--- config.mk ---
export PLATFORM = sky130hd
export DESIGN_NAME = scan_test_access
export DESIGN_NICKNAME = d
export VERILOG_FILES = /design/src/shared/scan_test_pkg.sv /design/src/verilog/scan_test_access.sv
export SDC_FILE = /design/constraint.sdc
export NUM_CORES = 1
export LEC_CHECK = 0
export ABC_CLOCK_PERIOD_IN_PS = 2950
export BUFFER_PORTS_ARGS = -buffer_cell sky130_fd_sc_hd__buf_4
export CELL_PAD_IN_SITES_DETAIL_PLACEMENT = 0
export CELL_PAD_IN_SITES_GLOBAL_PLACEMENT = 2
export CORE_UTILIZATION = 30
export DETAILED_ROUTE_END_ITERATION = 12
export GPL_TIMING_DRIVEN = 0
export PLACE_DENSITY_LB_ADDON = 0.1
export SYNTH_ARGS = -nofsm -noshare
export SYNTH_HDL_FRONTEND = slang
export SYNTH_SLANG_ARGS = --single-unit
--- constraint.sdc ---
create_clock -name clk -period 2.95 [get_ports clk]
set_clock_uncertainty 0.1 [all_clocks]
set_input_delay 0.295 -clock clk [delete_from_list [all_inputs] [get_ports clk]]
set_output_delay 0.295 -clock clk [all_outputs]
set_load 0.05 [all_outputs]
--- src/shared/scan_test_pkg.sv ---
// constants and types for the boundary-scan test access logic
package scan_test_pkg;
  localparam int instr_width = 3;
  localparam logic [2:0] instr_external_test = 3'h0;
  localparam logic [2:0] instr_sample_preload = 3'h1;
  localparam logic [2:0] instr_float_pads = 3'h5;
  localparam logic [2:0] instr_continuity = 3'h6;
  localparam logic [2:0] instr_bypass = 3'h7;
  localparam logic [2:0] instr_reset_value = 3'h7;
  localparam logic [2:0] instr_capture_value = 3'h1;
  localparam int pad_count = 42;
  localparam int internal_count = 11;
  localparam int chain_length = pad_count + internal_count;

  typedef enum logic [3:0] {
    st_test_reset = 4'h0,
    st_run_idle = 4'h1,
    st_select_dr = 4'h2,
    st_capture_dr = 4'h3,
    st_shift_dr = 4'h4,
    st_exit1_dr = 4'h5,
    st_pause_dr = 4'h6,
    st_exit2_dr = 4'h7,
    st_update_dr = 4'h8,
    st_select_ir = 4'h9,
    st_capture_ir = 4'ha,
    st_shift_ir = 4'hb,
    st_exit1_ir = 4'hc,
    st_pause_ir = 4'hd,
    st_exit2_ir = 4'he,
    st_update_ir = 4'hf
  } tap_state_type;
endpackage

--- src/verilog/scan_test_access.sv ---
// boundary-scan test access port with instruction, bypass and boundary registers
//
// Operation
// - four-wire serial test port: test clock, data in, data out, mode select
// - exactly three scan registers: instruction, bypass, boundary
// - instruction register is 3-bit shift register, latched on update and decoded as current instruction
// - instruction selects shifted data register and controls test feature
// - code 000 shifts boundary register and drives its contents onto pins
// - code 001 captures live pins, shifts out, allows preload
// - code 101 floats pci and serial rom pads; other ports normal
// - code 110 enters production continuity test mode
// - code 111 puts only bypass register between data in and out
// - bypass selected: test logic never affects normal operation
// - at power-up reset logic and load bypass instruction automatically
// - bypass register is one stage, default data path
// - full sixteen-state access state machine makes capture, shift, update
// - boundary cells cover pci and serial rom pads and enable controls
// - in external test a pad drives only when its enable cell holds one
// - eleven internal non-pad cells placed after the pad cells at the chain end
`timescale 1ns/1ps
module scan_test_access
  import scan_test_pkg::*;
#(
  parameter int npads = scan_test_pkg::pad_count,
  parameter int ninternal = scan_test_pkg::internal_count
) (
  input wire logic clk,
  input wire logic rstn,
  input wire logic test_clock,
  input wire logic test_data_in,
  input wire logic test_mode_select,
  output logic test_data_out,
  output logic test_data_out_oe,
  input wire logic [npads-1:0] pad_in,
  input wire logic [npads-1:0] core_out,
  input wire logic [npads-1:0] core_oe,
  output logic [npads-1:0] pad_out,
  output logic [npads-1:0] pad_oe,
  output logic continuity_mode
);
  import scan_test_pkg::*;

  // ------------------------------------------------------------
  // input synchronisers
  // ------------------------------------------------------------
  logic [2:0] sync1_reg, sync1_next;
  logic [2:0] sync2_reg, sync2_next;
  // pads are async pins: capture reads only the second stage
  logic [npads-1:0] pad_sync1_reg, pad_sync1_next;
  logic [npads-1:0] pad_sync2_reg, pad_sync2_next;
  logic tck_last_reg, tck_last_next;
  logic tck_rise, tck_fall;

  always_comb begin
    sync1_next = {test_clock, test_data_in, test_mode_select};
    sync2_next = sync1_reg;
    pad_sync1_next = pad_in;
    pad_sync2_next = pad_sync1_reg;
    tck_last_next = sync2_reg[2];
  end

  always_ff @(posedge clk) begin
    if (!rstn) begin
      sync1_reg <= 3'h0;
      sync2_reg <= 3'h0;
      pad_sync1_reg <= '0;
      pad_sync2_reg <= '0;
      tck_last_reg <= 1'b0;
    end else begin
      sync1_reg <= sync1_next;
      sync2_reg <= sync2_next;
      pad_sync1_reg <= pad_sync1_next;
      pad_sync2_reg <= pad_sync2_next;
      tck_last_reg <= tck_last_next;
    end
  end

  assign tck_rise = sync2_reg[2] & ~tck_last_reg;
  assign tck_fall = ~sync2_reg[2] & tck_last_reg;

  // ------------------------------------------------------------
  // access state machine
  // ------------------------------------------------------------
  tap_state_type state_reg, state_next;
  logic tms;
  logic tdi;
  assign tms = sync2_reg[0];
  assign tdi = sync2_reg[1];

  always_comb begin
    state_next = state_reg;
    if (tck_rise) begin
      unique case (state_reg)
        st_test_reset: state_next = tms ? st_test_reset : st_run_idle;
        st_run_idle: state_next = tms ? st_select_dr : st_run_idle;
        st_select_dr: state_next = tms ? st_select_ir : st_capture_dr;
        st_capture_dr: state_next = tms ? st_exit1_dr : st_shift_dr;
        st_shift_dr: state_next = tms ? st_exit1_dr : st_shift_dr;
        st_exit1_dr: state_next = tms ? st_update_dr : st_pause_dr;
        st_pause_dr: state_next = tms ? st_exit2_dr : st_pause_dr;
        st_exit2_dr: state_next = tms ? st_update_dr : st_shift_dr;
        st_update_dr: state_next = tms ? st_select_dr : st_run_idle;
        st_select_ir: state_next = tms ? st_test_reset : st_capture_ir;
        st_capture_ir: state_next = tms ? st_exit1_ir : st_shift_ir;
        st_shift_ir: state_next = tms ? st_exit1_ir : st_shift_ir;
        st_exit1_ir: state_next = tms ? st_update_ir : st_pause_ir;
        st_pause_ir: state_next = tms ? st_exit2_ir : st_pause_ir;
        st_exit2_ir: state_next = tms ? st_update_ir : st_shift_ir;
        st_update_ir: state_next = tms ? st_select_dr : st_run_idle;
      endcase
    end
  end

  // reset lands in test-logic-reset, which also reloads the bypass instruction
  always_ff @(posedge clk) begin
    if (!rstn) begin
      state_reg <= st_test_reset;
    end else begin
      state_reg <= state_next;
    end
  end

  // ------------------------------------------------------------
  // instruction register
  // ------------------------------------------------------------
  logic [instr_width-1:0] ir_shift_reg, ir_shift_next;
  logic [instr_width-1:0] instruction_bits_reg, instruction_bits_next;

  always_comb begin
    ir_shift_next = ir_shift_reg;
    instruction_bits_next = instruction_bits_reg;
    if (state_reg == st_test_reset) begin
      instruction_bits_next = instr_reset_value;
    end
    if (tck_rise) begin
      unique case (state_reg)
        st_capture_ir: ir_shift_next = instr_capture_value;
        st_shift_ir: ir_shift_next = {tdi, ir_shift_reg[instr_width-1:1]};
        default: ir_shift_next = ir_shift_reg;
      endcase
    end
    // falling-edge update swaps in the new instruction halfway through the update state
    if (tck_fall && state_reg == st_update_ir) begin
      instruction_bits_next = ir_shift_reg;
    end
  end

  always_ff @(posedge clk) begin
    if (!rstn) begin
      ir_shift_reg <= instr_capture_value;
      instruction_bits_reg <= instr_reset_value;
    end else begin
      ir_shift_reg <= ir_shift_next;
      instruction_bits_reg <= instruction_bits_next;
    end
  end

  // instruction decoding; unlisted codes fall to bypass
  // reserved codes must never touch the pads, so they act as bypass
  function automatic logic [2:0] decode_instr(input logic [2:0] code);
    logic [2:0] mode;
    mode = instr_bypass;
    unique case (code)
      instr_external_test: mode = instr_external_test;
      instr_sample_preload: mode = instr_sample_preload;
      instr_float_pads: mode = instr_float_pads;
      instr_continuity: mode = instr_continuity;
      default: mode = instr_bypass;
    endcase
    return mode;
  endfunction

  logic [2:0] mode;
  logic sel_boundary;
  assign mode = decode_instr(instruction_bits_reg);
  assign sel_boundary = (mode == instr_external_test) || (mode == instr_sample_preload);

  // ------------------------------------------------------------
  // bypass and boundary registers
  // ------------------------------------------------------------
  localparam int nchain = npads + ninternal;
  logic bypass_reg, bypass_next;
  logic [nchain-1:0] bscan_shift_reg, bscan_shift_next;
  logic [nchain-1:0] bscan_hold_reg, bscan_hold_next;
  logic [nchain-1:0] capture_vec;

  // internal cells placed after the pad cells at chain end
  genvar gi;
  generate
    for (gi = 0; gi < nchain; gi++) begin : g_cap
      if (gi < npads) begin : g_pad
        assign capture_vec[gi] = pad_sync2_reg[gi];
      end else begin : g_int
        assign capture_vec[gi] = bscan_hold_reg[gi];
      end
    end
  endgenerate

  always_comb begin
    bypass_next = bypass_reg;
    bscan_shift_next = bscan_shift_reg;
    bscan_hold_next = bscan_hold_reg;
    if (tck_rise) begin
      if (state_reg == st_capture_dr) begin
        bypass_next = 1'b0;
        if (sel_boundary) begin
          bscan_shift_next = capture_vec;
        end
      end else if (state_reg == st_shift_dr) begin
        if (sel_boundary) begin
          bscan_shift_next = {tdi, bscan_shift_reg[nchain-1:1]};
        end else begin
          bypass_next = tdi;
        end
      end
    end
    // hold cells change on the fall so pads never see a half-shifted chain
    if (tck_fall && state_reg == st_update_dr && sel_boundary) begin
      bscan_hold_next = bscan_shift_reg;
    end
  end

  always_ff @(posedge clk) begin
    if (!rstn) begin
      bypass_reg <= 1'b0;
      bscan_shift_reg <= '0;
      bscan_hold_reg <= '0;
    end else begin
      bypass_reg <= bypass_next;
      bscan_shift_reg <= bscan_shift_next;
      bscan_hold_reg <= bscan_hold_next;
    end
  end

  // ------------------------------------------------------------
  // serial output and pad control
  // ------------------------------------------------------------
  logic tdo_reg, tdo_next;
  logic tdo_oe_reg, tdo_oe_next;
  logic [npads-1:0] pad_out_reg, pad_out_next;
  logic [npads-1:0] pad_oe_reg, pad_oe_next;
  logic cont_reg, cont_next;
  logic [npads-1:0] cell_en;

  // each pad's enable follows the hold cell at the next odd index (even pads share the following cell)
  generate
    for (gi = 0; gi < npads; gi++) begin : g_en
      assign cell_en[gi] = bscan_hold_reg[gi | 1];
    end
  endgenerate

  // data out moves half a test clock after the far side samples on the rise
  always_comb begin
    tdo_next = tdo_reg;
    tdo_oe_next = tdo_oe_reg;
    if (tck_fall) begin
      tdo_oe_next = (state_reg == st_shift_dr) || (state_reg == st_shift_ir);
      if (state_reg == st_shift_ir) begin
        tdo_next = ir_shift_reg[0];
      end else if (sel_boundary) begin
        tdo_next = bscan_shift_reg[0];
      end else begin
        tdo_next = bypass_reg;
      end
    end
    pad_out_next = core_out;
    pad_oe_next = core_oe;
    cont_next = (mode == instr_continuity);
    if (mode == instr_external_test) begin
      pad_out_next = bscan_hold_reg[npads-1:0];
      pad_oe_next = cell_en;
    end else if (mode == instr_float_pads) begin
      pad_oe_next = '0;
    end
  end

  always_ff @(posedge clk) begin
    if (!rstn) begin
      tdo_reg <= 1'b0;
      tdo_oe_reg <= 1'b0;
      pad_out_reg <= '0;
      pad_oe_reg <= '0;
      cont_reg <= 1'b0;
    end else begin
      tdo_reg <= tdo_next;
      tdo_oe_reg <= tdo_oe_next;
      pad_out_reg <= pad_out_next;
      pad_oe_reg <= pad_oe_next;
      cont_reg <= cont_next;
    end
  end

  assign test_data_out = tdo_reg;
  assign test_data_out_oe = tdo_oe_reg;
  assign pad_out = pad_out_reg;
  assign pad_oe = pad_oe_reg;
  assign continuity_mode = cont_reg;
endmodule // scan_test_access

==> impl_summary.txt <==
----------------------------------------------------
[Floorplan]
  Area of the placeable core ... 34500 um^2
  Io pins ... approximately 220
  Core Rows ... between 60 and 70
  Area of the die ... 35900 um^2
  Initial cell density of the core ... 0.305
  Die height ... 190 um
  Width of the chip ... ~190 um

[Placed design]
  Final GP Congestion ... slightly below 0.8
  Count of port buffers added during placement ... between 200 and 250
  Pre-CTS setup slack ... 0.244 ns
  DPL Wire Length ... 22.3 mm

[Power and ir drop]
  Power Density ... 602 nW/um^2
  Leakage ... 6.68 nW
  Peak supply drop ... 0.308 mV

[Timing]
  Slew Limit Headroom ... 0.415
  Final worst-path setup slack ... slightly above 0.3 ns
  Final hold vios ... 0
  Unrepaired setup endpoints after global routing ... false
  Period Utilization, post-route ... 0.897
  Final number of max-transition violations ... 0
  Min Clock Period, post-route ... approximately 2.6 ns
  Peak clock frequency supported by timing ... around 0.38 GHz
  Worst-margin pin slew ... between 0.8 and 0.9 ns
  Number of failing setup endpoints in the final timing report ... 0
  Setup TNS after final layout ... 0 ns

[Worst setup path]
  Worst Setup SP ... state_reg[2]
  Worst-path fanout max ... 10
  Worst setup EP type ... flop
  Crit-path slowest cell ... sky130_fd_sc_hd__a2111oi_4
  Worst endpoint data arrival time ... approximately 3.0 ns
  Worst reg2reg path depth ... 5
  Data required time of the critical path ... 3.25 ns
  Launching point of the worst reg2reg path ... state_reg[2]
  Worst reg-to-reg setup slack ... 0.30 ns
  Capture point of the worst path ... bscan_shift_reg[7]
  Kind of launch point of the worst setup path ... flop
  Worst reg2reg path endpoint ... bscan_shift_reg[7]
  Largest stage delay on the critical path ... 0.72 ns
  WS Path Type ... reg2reg
  Cell-by-cell listing of the critical path ... or3b_1 -> a2111oi_4 -> clkbuf_1 -> nand2_1 -> o211a_1

[Synth]
  Post-synthesis instance total ... 1089
  Number of library cell types mapped by synthesis ... 43
  Net count after synthesis ... around 1200
  Share of synthesized flip-flops with an asynchronous set or reset ... 0
  Number of flops mapped to enable cells by yosys ... 0
  Post-synthesis sequential element count ... 295
  Seq/Total Area, Yosys ... 0.560
  Ys Warns ... 0
  Biggest area consumer among synthesized cells ... sky130_fd_sc_hd__dfxtp_1
  Average cell area after synthesis ... 9.69 um^2
  Cell area after synthesis ... roughly 11000 um^2
  Cells taking the most area after synthesis ... sky130_fd_sc_hd__dfxtp_1, sky130_fd_sc_hd__nand2_1, sky130_fd_sc_hd__a21boi_0
  Most common flop cell mapped by yosys ... sky130_fd_sc_hd__dfxtp_1
  Share of the synthesized area in the top cell type ... 0.560

[Run status]
  Result of the run ... finished, final reports clean

[Clock tree]
  Cts bufs inserted ... 35
  Bufs on Longest Clock Path ... 3
  Clock-pin slew reported for the worst setup and hold paths after clock tree synthesis ... roughly 0.06 ns
  Num Clock Sinks ... 295
  Number of buffers inserted to repair setup after CTS ... 0
  Root Buffer Master ... sky130_fd_sc_hd__clkbuf_16
  Clock latency at the later pin of the worst-skew pair ... 0.51 ns
  Maximum level of the CTS H-tree ... 2
  Clock tree from TritonCTS ... yes

[Route]
  Via count ... 8565
  Total DRC errors in the routed layout ... 0
  Detailed router's first-iteration violation count ... 310
  DRT antenna net count ... 0
  First-pass iteration count of the detailed router ... 6
  Routed wire length per instance ... 16.1 um
  Routed WL ... 31.3 mm
  Via density ... 4.39

[Global route]
  Wire length of the first global-routing pass ... 48.7 mm
  Pin count of the biggest net entering global routing ... 14
  Number of global-route vias before repair ... 8398
  Overflow left after global routing ... 0
  Initial antenna violation count ... 0
  Global-route usage over all layers ... 0.174

[Job]
  Maxcap violations ... 0

[Final layout]
  Most common cell after layout, fill and taps aside ... sky130_fd_sc_hd__nand2_1
  Commonest non-fill, non-tap cells in the layout ... sky130_fd_sc_hd__nand2_1, sky130_fd_sc_hd__dfxtp_1, sky130_fd_sc_hd__buf_4
  Number of nets in the final layout ... 1601
  Layout-stage area growth over the synthesis result ... 43.5%
  Number of inserted filler cells in the final layout ... 3520
  Proportion of layout cells with a drive suffix above 1 ... 0.191
  Number of diodes ... 0

[Min path]
  Worst hold path type ... in2reg

----------------------------------------------------
-- cell usage after synthesis, drive strengths merged, types with 2 or more instances --
| library cell | count |
|---|---|
| nand3 | 6 |
| o21ai | 7 |
| nand4 | 2 |
| buf | 13 |
| a21oi | 4 |
| nand3b | 2 |
| o221ai | 2 |
| inv | 4 |
| nand2b | 4 |
| nor2b | 4 |
| o22ai | 3 |
| and3 | 3 |
| and2 | 93 |
| clkbuf | 71 |
| nand2 | 297 |
| mux2i | 53 |
| o211ai | 2 |
| o211a | 53 |
| a21boi | 140 |
| dfxtp | 295 |
| nor2 | 11 |
-- stage by stage --
step                      cells  cell area, um^2  hold slack [ns]  total power, W   util
after floorplan            1089            10600            0.306         0.00461      -
after global placement     1760            12700            0.315         0.00492  0.369
after detailed placement   1760            12700            0.317         0.00492  0.369
after CTS                  1950            15100           0.0523         0.00925  0.438
after global routing       1950            15100           0.0868         0.00949  0.438
final                      1950            15100           0.0810         0.00911  0.438
-- where the power goes --
part           total (W)  switching, W  internal, W  leakage, nW
clock network    0.00415       0.00166      0.00248        0.557
registers        0.00414     0.0000348      0.00411         2.42
logic           0.000819      0.000430     0.000389         3.70
-- per-layer routing --
metal	wire, um	GRT usage	share of wire	vias to the layer above
met2	13800	0.272	0.44	226
met4	618	0.0440	0.020	0
met5	0	0	0	-
met1	15400	0.247	0.49	3898
li1	-	-	-	4400
met3	1520	0.0303	0.049	41
-- kinds of logic (layout without fill, tap and decap cells) --
kind of cell	Yosys count	count (layout)	share of synthesized area
AOI/OAI and AO/OA	222	222	0.171
xor gates and xnor gates	1	1	0.000830
and+or+nand+nor	430	430	0.183
buffers and inverters	88	494	0.0351
DFF	295	295	0.560
muxes	53	53	0.0503
-- final cells by class --
type,count,area [um^2],area share
Buffer,84,355,0.0235
Multi-Input combinational cell,706,4280,0.283
Timing Repair Buffer,344,2900,0.192
Sequential cell,295,5910,0.390
Inverter,4,15.0,0.000992
Clock inverter,12,100,0.00661
Clock buffer,50,1010,0.0669
Tap cell,455,569,0.0376
-- worst max-delay path: cells and delay by family, from the launching register on --
family / cells / cell delay, ns
flops: 1 / 0.53
compound gates: 2 / 0.87
buf+inv: 1 / 0.48
simple gates: 2 / 0.56
-- worst min path at each step --
stage                        endpoint               from  cells after the start  slack [ns]
floorplan           pad_sync2_reg[18]  pad_sync1_reg[18]                      1        0.31
global placement     pad_sync2_reg[4]   pad_sync1_reg[4]                      1        0.32
detailed placement   pad_sync2_reg[5]   pad_sync1_reg[5]                      1        0.32
CTS                       pad_out[26]       core_out[26]                      3        0.05
global route              pad_out[26]       core_out[26]                      3        0.09
finish                    pad_out[26]       core_out[26]                      3        0.08
-- repair_timing --
item / in CTS / in global routing
hold endpoints to repair: 128 / 0
hold buffers: 128 / 0
setup endpoints to repair: 0 / 0
gates resized for setup: 0 / 0
Power figures use the tool's default switching activity.
